--- src/core/cis_pkg.sv ---
// Purpose: shared constants and types of the cpu interrupt source logic
// Assumes: 20-bit program addresses, 64 relocatable vector numbers
// Notes: vector numbers are shared by software interrupts and peripherals
package cis_pkg;
  localparam int PC_W = 20;
  localparam int NUM_W = 8;
  localparam int VEC_W = 6;
  localparam int AM_CH = 2;
  localparam int PER_N = 64;
  localparam logic [NUM_W-1:0] SWI_MAX = 8'h3F;
  localparam logic [NUM_W-1:0] SWI_LOW_MAX = 8'h1F;
  localparam logic OVF_RST = 1'h0;
  localparam logic SSEL_RST = 1'h0;
  localparam logic SSEL_IRQ = 1'h0;

  // class of the instruction in its execute cycle
  typedef enum logic [2:0] {
    OP_OTHER, OP_ARITH, OP_ILLEGAL, OP_OVF_TRAP, OP_BREAK, OP_SWI, OP_RET_SWI
  } cis_op_e;

  typedef enum logic [2:0] {
    TRAP_NONE, TRAP_ILLEGAL, TRAP_OVF, TRAP_BREAK, TRAP_SWI
  } cis_trap_e;

  typedef enum logic [2:0] {
    EXT_NONE, EXT_WDT, EXT_OSC, EXT_VMON1, EXT_PERIPH
  } cis_ext_e;
endpackage

--- src/core/cis_am_if.sv ---
// Purpose: carrier between the top and the address match comparator
// Assumes: one fetch address per cycle
// Notes: hit is registered inside the comparator
`timescale 1ns/100ps
interface cis_am_if;
  logic fetch_valid;
  logic [cis_pkg::PC_W-1:0] fetch_pc;
  logic [cis_pkg::AM_CH-1:0] en;
  logic [cis_pkg::AM_CH-1:0][cis_pkg::PC_W-1:0] target;
  logic hit;
  logic chan;
  modport cmp (input fetch_valid, fetch_pc, en, target, output hit, chan);
  modport top (output fetch_valid, fetch_pc, en, target, input hit, chan);
endinterface

--- src/core/cis_addr_match.sv ---
// Purpose: compares the next instruction address with the match targets
// Assumes: fetch_pc names the instruction about to execute
// Notes: channel 0 wins when both channels match the same address
`timescale 1ns/100ps
module cis_addr_match (
  input wire logic clk_sys,
  input wire logic arst_n,
  cis_am_if.cmp am
);
  typedef struct packed {
    logic hit;
    logic chan;
  } cis_am_s;

  cis_am_s st_r;
  cis_am_s st_nxt;
  logic [cis_pkg::AM_CH-1:0] match;

  genvar g;
  generate
    for (g = 0; g < cis_pkg::AM_CH; g++) begin : g_ch
      assign match[g] = am.en[g] && (am.fetch_pc == am.target[g]);
    end
  endgenerate

  always_comb begin
    st_nxt = '0;
    st_nxt.hit = am.fetch_valid && (|match);
    st_nxt.chan = !match[0];
  end

  always_ff @(posedge clk_sys or negedge arst_n) begin
    if (!arst_n) begin
      st_r <= '0;
    end else begin
      st_r <= st_nxt;
    end
  end

  assign am.hit = st_r.hit;
  assign am.chan = st_r.chan;
endmodule

--- src/core/cis_src.sv ---
// Purpose: raises trap, address match and forwarded interrupt requests
// Assumes: the core stalls the next instruction while a trap request is out
// Notes: priority among forwarded sources is fixed here; the vector layout lives in the core
`timescale 1ns/100ps
module cis_src (
  input wire logic clk_sys,
  input wire logic arst_n,
  input wire logic exec_valid,
  input wire cis_pkg::cis_op_e exec_op,
  input wire logic exec_ovf,
  input wire logic [cis_pkg::NUM_W-1:0] exec_num,
  input wire logic exec_saved_ssel,
  input wire logic fetch_valid,
  input wire logic [cis_pkg::PC_W-1:0] fetch_pc,
  input wire logic [cis_pkg::AM_CH-1:0] addr_match_en,
  input wire logic [cis_pkg::PC_W-1:0] addr_match_target0,
  input wire logic [cis_pkg::PC_W-1:0] addr_match_target1,
  input wire logic wdt_req,
  input wire logic osc_stop_req,
  input wire logic vmon1_req,
  input wire logic [cis_pkg::PER_N-1:0] periph_req,
  output logic trap_req_r,
  output cis_pkg::cis_trap_e trap_kind_r,
  output logic [cis_pkg::VEC_W-1:0] trap_vec_r,
  output logic ovf_flag_r,
  output logic stack_sel_r,
  output logic ssel_push_r,
  output logic ssel_push_val_r,
  output logic am_req_r,
  output logic am_chan_r,
  output logic ext_req_r,
  output cis_pkg::cis_ext_e ext_kind_r,
  output logic [cis_pkg::VEC_W-1:0] ext_vec_r
);
  typedef struct packed {
    logic trap_req;
    cis_pkg::cis_trap_e trap_kind;
    logic [cis_pkg::VEC_W-1:0] trap_vec;
    logic ovf;
    logic ssel;
    logic push;
    logic push_val;
    logic am_req;
    logic am_chan;
    logic ext_req;
    cis_pkg::cis_ext_e ext_kind;
    logic [cis_pkg::VEC_W-1:0] ext_vec;
  } cis_state_s;

  cis_state_s st_r;
  cis_state_s st_nxt;
  cis_am_if am ();

  assign am.fetch_valid = fetch_valid;
  assign am.fetch_pc = fetch_pc;
  assign am.en = addr_match_en;
  // one driver for the whole target array keeps the interface variable single-sourced
  assign am.target = {addr_match_target1, addr_match_target0};

  cis_addr_match u_am (
    .clk_sys(clk_sys),
    .arst_n(arst_n),
    .am(am)
  );

  always_comb begin
    st_nxt = st_r;
    st_nxt.trap_req = 1'h0;
    st_nxt.trap_kind = cis_pkg::TRAP_NONE;
    st_nxt.trap_vec = '0;
    st_nxt.push = 1'h0;
    st_nxt.push_val = 1'h0;
    st_nxt.am_req = am.hit;
    st_nxt.am_chan = am.chan;
    if (exec_valid) begin
      case (exec_op)
        cis_pkg::OP_ARITH: begin
          st_nxt.ovf = exec_ovf;
        end
        cis_pkg::OP_ILLEGAL: begin
          st_nxt.trap_req = 1'h1;
          st_nxt.trap_kind = cis_pkg::TRAP_ILLEGAL;
        end
        cis_pkg::OP_OVF_TRAP: begin
          st_nxt.trap_req = st_r.ovf;
          st_nxt.trap_kind = st_r.ovf ? cis_pkg::TRAP_OVF : cis_pkg::TRAP_NONE;
        end
        cis_pkg::OP_BREAK: begin
          st_nxt.trap_req = 1'h1;
          st_nxt.trap_kind = cis_pkg::TRAP_BREAK;
        end
        cis_pkg::OP_SWI: begin
          // out of range numbers are dropped so no stray vector is ever fetched
          if (exec_num <= cis_pkg::SWI_MAX) begin
            st_nxt.trap_req = 1'h1;
            st_nxt.trap_kind = cis_pkg::TRAP_SWI;
            st_nxt.trap_vec = exec_num[cis_pkg::VEC_W-1:0];
            if (exec_num <= cis_pkg::SWI_LOW_MAX) begin
              st_nxt.push = 1'h1;
              st_nxt.push_val = st_r.ssel;
              st_nxt.ssel = cis_pkg::SSEL_IRQ;
            end
          end
        end
        cis_pkg::OP_RET_SWI: begin
          st_nxt.ssel = exec_saved_ssel;
        end
        default: begin
        end
      endcase
    end
    // forwarded sources: fixed priority, lowest peripheral number first
    st_nxt.ext_req = 1'h1;
    st_nxt.ext_vec = '0;
    if (wdt_req) begin
      st_nxt.ext_kind = cis_pkg::EXT_WDT;
    end else if (osc_stop_req) begin
      st_nxt.ext_kind = cis_pkg::EXT_OSC;
    end else if (vmon1_req) begin
      st_nxt.ext_kind = cis_pkg::EXT_VMON1;
    end else if (|periph_req) begin
      st_nxt.ext_kind = cis_pkg::EXT_PERIPH;
      for (int i = cis_pkg::PER_N - 1; i >= 0; i--) begin
        if (periph_req[i]) begin
          st_nxt.ext_vec = i[cis_pkg::VEC_W-1:0];
        end
      end
    end else begin
      st_nxt.ext_req = 1'h0;
      st_nxt.ext_kind = cis_pkg::EXT_NONE;
    end
  end

  always_ff @(posedge clk_sys or negedge arst_n) begin
    if (!arst_n) begin
      st_r <= '0;
      st_r.ovf <= cis_pkg::OVF_RST;
      st_r.ssel <= cis_pkg::SSEL_RST;
    end else begin
      st_r <= st_nxt;
    end
  end

  assign trap_req_r = st_r.trap_req;
  assign trap_kind_r = st_r.trap_kind;
  assign trap_vec_r = st_r.trap_vec;
  assign ovf_flag_r = st_r.ovf;
  assign stack_sel_r = st_r.ssel;
  assign ssel_push_r = st_r.push;
  assign ssel_push_val_r = st_r.push_val;
  assign am_req_r = st_r.am_req;
  assign am_chan_r = st_r.am_chan;
  assign ext_req_r = st_r.ext_req;
  assign ext_kind_r = st_r.ext_kind;
  assign ext_vec_r = st_r.ext_vec;
endmodule

--- config.mk ---
export PLATFORM = sky130hd
export DESIGN_NAME = cis_src
export DESIGN_NICKNAME = d
export VERILOG_FILES = /design/src/core/cis_pkg.sv /design/src/core/cis_am_if.sv /design/src/core/cis_addr_match.sv /design/src/core/cis_src.sv
export SDC_FILE = /design/constraint.sdc
export NUM_CORES = 1
export LEC_CHECK = 0
export BUFFER_PORTS_ARGS = -buffer_cell sky130_fd_sc_hd__buf_2
export CORE_MARGIN = 2
export CORE_UTILIZATION = 40
export CTS_BUF_LIST = sky130_fd_sc_hd__clkbuf_16
export DETAILED_ROUTE_END_ITERATION = 7
export GPL_ROUTABILITY_DRIVEN = 0
export PLACE_DENSITY = 0.81
export SYNTH_ARGS = -nofsm -noshare
export SYNTH_HDL_FRONTEND = slang
export SYNTH_SLANG_ARGS = --single-unit
--- constraint.sdc ---
create_clock -name clk_sys -period 1.1 [get_ports clk_sys]
set_input_delay 0.22 -clock clk_sys [delete_from_list [all_inputs] [get_ports clk_sys]]
set_output_delay 0.22 -clock clk_sys [all_outputs]
set_load 0.02 [all_outputs]
==> flow_metrics.tcl, run 1 <==
set metrics [dict create \
    cts_root_buffer "clkbuf_16" \
    finalMaxSlewViolations 0 \
    viasPerCell 5.73 \
    arrival_ns 1.67 \
    avgSynthCellArea_um2 8.24 \
    die_area_um2 6070 \
    grt_pass1_wl_um 15600 \
    start_kind "input port" \
    post_dp_cell_area_um2 4000 \
    holdCritPathClass "input port to flop" \
    worst_slew_pin_slew_ns 0.424 \
    synth.distinct_cells 48 \
    setup_tns_ns -2.50 \
    required_ns 1.25 \
    grt_max_degree 17 \
    grt_remaining_overflow 0 \
    whs_ns 0.186 \
    route.met2.wl_um 5690 \
    drc_errors 0 \
    diodes 0 \
    dr.max_layer_used "met4" \
    status "complete, but fails checks" \
    worstSkewPairLatency_ns 0.26 \
    cts_tree "done" \
    slew_headroom_pct 71.5 \
    dr_total_vias 3476 \
    cap_violations 0 \
    hold_viol_final 0 \
    die_y_um 77.9 \
    core_area_um2 5170 \
    ys_seq_area_share_pct 32.1 \
    routedWlPerCell_um 17.6 \
    synth_edf_count 0 \
    cts_buffers 3 \
    cts_sinks 28 \
    synth_area_leaders "dfrtp_1 32%, xnor2_1 13%, nor4_1 7.7%, nor2_1 4.1%, nor3_1 3.7%" \
    drt_iter0_markers 174 \
    p_leak_nw 2.19 \
    antenna_found_initial 0 \
    fin_crit_sh_pct 138 \
    start_util_pct 42.2 \
    violations "negative setup slack" \
    wl_met3_um 726 \
    hp-start "exec_ovf" \
    finalSetupViolCount 11 \
    power_density_nw_per_um2 771 \
    drtAntennaViolNets 0 \
    critPathKind "input port to flop" \
    fin_util_pct 85.5 \
    cts_buffer_depth 2 \
    rows 26 \
    yosys.area.top_type "dfrtp_1" \
    grt_pass1_vias 3597 \
    drive_above_1_share_pct 59.0 \
    syn_to_final_growth_pct 102 \
    grt_usage_pct 32.0 \
    cp-end-kind "flop" \
    reg2reg_from "ovf_flag_r$_DFFE_PN0P_" \
    clk_pin_slew_worst_paths_ns 0.07 \
    syn-num-nets 411 \
    design_area_um2 4420 \
    worst_slack_ns -0.420 \
    portBuffers 171 \
    peakVddDrop_uv 637 \
    die_x_um 77.9 \
    routed_wl_um 10700 \
    cp-startpoint "periph_req[62]" \
    pre_cts_slack_ns -0.743 \
    fmax_mhz 658 \
    ys.flop_type "dfrtp_1" \
    ios 172 \
    synthDominantCellAreaShare_pct 32.1 \
    async_flop_share_pct 100 \
    post-dp-hpwl_um 7190 \
    wl_met1_um 3510 \
    h-tree-depth 1 \
    layout.nets 684 \
    synth_cells 265 \
    post-route-min-period_ns 1.52 \
    rsz0062_at_grt "yes" \
    firstDrtPassIters 7 \
    synth_area_um2 2180 \
    fin_skew_ns 0.000295 \
    ys_ff_latch 28 \
    yosys_warnings 0 \
    crit_fanout 2 \
]
-- area by class of cell --
type / count / area, um^2
Timing Repair Buffer: 270 / 1690
Clock buffer: 3 / 75.1
Sequential cell: 28 / 701
Clock inverter: 1 / 30.0
Fill cell: 273 / 752
Multi-Input combinational cell: 221 / 1780
Inverter: 14 / 52.6
Tap cell: 70 / 87.6
-- worst max-delay path, stage by stage --
cell      delay (ns)
buf_2           0.10
or4_4           0.54
a21boi_2        0.16
o21ai_1         0.08
a311o_1         0.35
a41oi_2         0.15
nor4_1          0.07
-- state kept, by name, summed over array words and instances, names as in the netlist --
| register | cells |
|---|---|
| trap_kind_r | 3 |
| ext_vec_r | 6 |
| u_am.am.hit | 1 |
| stack_sel_r | 1 |
| trap_req_r | 1 |
| am_req_r | 1 |
| ssel_push_val_r | 1 |
| ext_kind_r | 3 |
| u_am.am.chan | 1 |
| ssel_push_r | 1 |
| ovf_flag_r | 1 |
| ext_req_r | 1 |
| am_chan_r | 1 |
| trap_vec_r | 6 |
-- placed cells by master (no fill, tap or decap), types with 3 or more instances in the layout --
cell type and n:
xnor2_1 25, nand2_1 16, a21oi_1 13, and3_1 6, buf_4 98, nor4_1 11
clkbuf_16 3, dfrtp_1 28, nor3_2 3, a31oi_1 4, nor3_1 14, o31ai_1 3
nor4_2 5, o21ai_0 8, xnor2_2 7, nor4_4 13, buf_6 9, nand4_1 11
o21ai_1 3, inv_1 14, nor2_1 20, xor2_1 8, buf_2 159
-- synthesized netlist by cell type (all sizes together), types with 2 or more instances --
| master | number |
|---|---|
| o2111ai | 2 |
| o311ai | 3 |
| nor3 | 17 |
| or4 | 2 |
| o211ai | 2 |
| nand4 | 11 |
| a21oi | 14 |
| inv | 14 |
| a31oi | 4 |
| nor4 | 29 |
| nand2b | 2 |
| o21ai | 12 |
| nor2 | 24 |
| xnor2 | 33 |
| a21boi | 3 |
| xor2 | 8 |
| o21a | 2 |
| nand3 | 3 |
| nor2b | 2 |
| o21bai | 2 |
| nand2 | 17 |
| clkbuf | 2 |
| and2 | 3 |
| dfrtp | 28 |
| and3 | 6 |
| o31ai | 3 |
-- layer usage --
layer / track usage, % / vias to the layer above
met1: 30.2 / 1616
met4: 19.8 / 0
met3: 5.58 / 72
li1: - / 1547
met5: 0 / -
met2: 62.7 / 241
-- path summary, 6_finish.rpt --
check / cells after the start / slack (ns) / to
max: 7 / -0.42 / ext_vec_r[2]$_DFF_PN0_
min reg2reg: 0 / 0.35 / am_chan_r$_DFF_PN0_
max reg2reg: 5 / 0.11 / trap_req_r$_DFF_PN0_
min in group asynchronous: 2 / 0.42 / ssel_push_val_r$_DFF_PN0_
min: 3 / 0.19 / ovf_flag_r$_DFFE_PN0P_
max in group asynchronous: 3 / 0.29 / ext_req_r$_DFF_PN0_
-- power by group --
| group | internal (mW) | total (mW) | leakage [nW] | switching [mW] |
|---|---|---|---|---|
| registers | 1.06 | 1.08 | 0.365 | 0.0170 |
| clock network | 0.725 | 1.09 | 0.0511 | 0.369 |
| logic | 0.639 | 1.24 | 1.77 | 0.599 |
-- timing repair --
action,CTS,global route
hold endpoints to repair,12,0
pin swaps,19,15
gates resized for setup,33,24
endpoints found under the setup margin,9,11
hold buffers,1,0
setup buffers,2,2
-- through the flow --
stage | power (mW) | instances
finish | 3.41 | 607
CTS | 3.32 | 605
detailed placement | 2.18 | 600
floorplan | 1.44 | 265
global route | 3.54 | 607
global placement | 2.14 | 600
-- cells by family (layout without fill, tap and decap cells) --
| family | after synthesis | after routing | synth area share (%) |
|---|---|---|---|
| AO/OA/AOI/OAI | 57 | 57 | 17.7 |
| AND/OR/NAND/NOR | 123 | 123 | 31.0 |
| XOR/XNOR | 41 | 41 | 16.4 |
| flip-flops | 28 | 28 | 32.1 |
| buffers and inverters | 16 | 288 | 2.75 |
(Power assumes the default switching activity.)
==> run 2: changes to the inputs <==
Settings changed: CORE_MARGIN 2 to 8, MAX_ROUTING_LAYER set to met4.
==> run 2 against run 1 <==
Against the previous run:
- the run still ends with negative setup slack left
- flip-flop and latch count is the same
- global-route usage shrank 8.5 points
- worst hold slack lost 0.041 ns
- clock power is essentially flat
- power shrank 2.4%
- routed wire length shrank 6.1%
- first-iteration DRC count shrank 54%
==> flow_metrics.tcl, run 2 (synthesis results as in run 1) <==
set metrics [dict create \
    final_cell_mix "163 x buf_2, 96 x buf_4, 28 x dfrtp_1, 23 x nor2_1, 22 x xnor2_1" \
    worst_slew_pin_slew_ns 0.415 \
    cts_tree "done" \
    diodes 0 \
    reg2reg_from "ovf_flag_r$_DFFE_PN0P_" \
    dr_total_vias 3252 \
    grt_usage_pct 23.5 \
    status "complete, but fails checks" \
    p_leak_nw 2.18 \
    hp-start "exec_num[5]" \
    routedWlPerCell_um 16.4 \
    cp-end-kind "flop" \
    syn_to_final_growth_pct 100 \
    cp_top_family "compound AO/OA/AOI/OAI gates" \
    slew_headroom_pct 72.0 \
    p_sw_mw 0.910 \
    fin_crit_sh_pct 137 \
    wl_met1_um 3440 \
    cts_root_buffer "clkbuf_16" \
    required_ns 1.25 \
    crit_fanout 2 \
    finalSetupViolCount 9 \
    drt_iter0_markers 80 \
    worst_slack_ns -0.408 \
    die_area_um2 8080 \
    cts_buffer_depth 2 \
    rows 27 \
    holdCritPathClass "input port to flop" \
    route.met2.wl_um 5410 \
    grt_pass1_wl_um 15600 \
    pre_cts_slack_ns -0.681 \
    critPathMaxStageDelay_ns 0.52 \
    post-dp-hpwl_um 8450 \
    cp-startpoint "periph_req[62]" \
    hold_viol_final 0 \
    drc_errors 0 \
    routed_wl_um 10000 \
    portBuffers 171 \
    power.total_mw 3.32 \
    grt_max_degree 17 \
    peakVddDrop_uv 930 \
    power.internal_mw 2.41 \
    die_x_um 89.9 \
    pwr-share-seq_pct 32.3 \
    finalMaxSlewViolations 0 \
    violations "negative setup slack" \
    layout.nets 684 \
    clk_pin_slew_worst_paths_ns 0.06 \
    cp_slowest_cell "or4_4" \
    cts_buffers 3 \
    start_util_pct 40.4 \
    drtAntennaViolNets 0 \
    core_area_um2 5410 \
    combinationalPowerShare_pct 35.9 \
    arrival_ns 1.66 \
    die_y_um 89.9 \
    worstSkewPairLatency_ns 0.26 \
    switching_share_pct 27.4 \
    fin_util_pct 80.9 \
    fmax_mhz 663 \
    rsz0062_at_grt "yes" \
    r2r_setup_slack_ns 0.17 \
    critPathKind "input port to flop" \
    post-route-min-period_ns 1.51 \
    fin_skew_ns 0.000619 \
    final_common_cell "buf_2" \
    antenna_found_initial 0 \
    cts_sinks 28 \
    dr.max_layer_used "met4" \
    drive_above_1_share_pct 58.7 \
    p_clk_share_pct 31.8 \
    wl_met3_um 685 \
    grt_remaining_overflow 0 \
    ios 172 \
    start_kind "input port" \
    crit_buf_inv 1 \
    grt_pass1_vias 3607 \
    crit_chain "buf_6 > or4_4 > a21boi_2 > o21ai_2 > a311o_1 > a41oi_2 > nor4_1" \
    firstDrtPassIters 4 \
    power_density_nw_per_um2 760 \
    h-tree-depth 1 \
    cap_violations 0 \
    viasPerCell 5.34 \
]
[run 2: stage by stage]
stage,setup TNS [ns],hold WS (ns),cells,cell area (um^2)
6_report,-1.66,0.145,609,4370
5_1_grt,-2.55,0.151,609,4370
4_1_cts,-1.48,0.141,608,4260
3_5_place_dp,-6.12,0.121,602,3990
3_3_place_gp,-5.32,0.122,602,3990
2_1_floorplan,-1.54,-0.0756,265,2350
[run 2: power groups by stage]
| stage | Combinational, mW | Clock (mW) | Sequential [mW] |
|---|---|---|---|
| floorplan | 0.304 | 0 | 1.13 |
| global placement | 1.04 | 0 | 1.09 |
| detailed placement | 1.08 | 0 | 1.09 |
| CTS | 1.15 | 1.07 | 1.07 |
| global route | 1.28 | 1.11 | 1.08 |
| finish | 1.19 | 1.06 | 1.07 |
[run 2: worst paths after layout]
check / endpoint / cells past startpoint
hold reg to reg: am_req_r$_DFF_PN0_ / 0
hold / removal: ssel_push_r$_DFF_PN0_ / 2
setup reg to reg: trap_req_r$_DFF_PN0_ / 5
min in group asynchronous: trap_vec_r[1]$_DFF_PN0_ / 2
setup / recovery: ext_vec_r[2]$_DFF_PN0_ / 7
max in group asynchronous: trap_req_r$_DFF_PN0_ / 3
[run 2: timing repair]
item | in CTS | in global routing
setup endpoints to repair | 10 | 10
pin swaps | 18 | 17
setup buffers | 1 | 1
hold endpoints to repair | 12 | 0
hold buffers | 1 | 0
gates resized for setup | 23 | 23
[run 2: layout make-up]
type / count / area, um^2
Tap cell: 72 / 90.1
Fill cell: 358 / 1030
Clock buffer: 3 / 75.1
Timing Repair Buffer: 270 / 1660
Sequential cell: 28 / 701
Inverter: 14 / 52.6
Clock inverter: 1 / 30.0
Multi-Input combinational cell: 221 / 1760
[run 2: metal layers]
| layer | up-vias | global-route usage (%) |
|---|---|---|
| li1 | 1541 | - |
| met1 | 1480 | 21.0 |
| met2 | 179 | 45.8 |
| met3 | 52 | 5.24 |
| met4 | 0 | 10.4 |
| met5 | - | - |
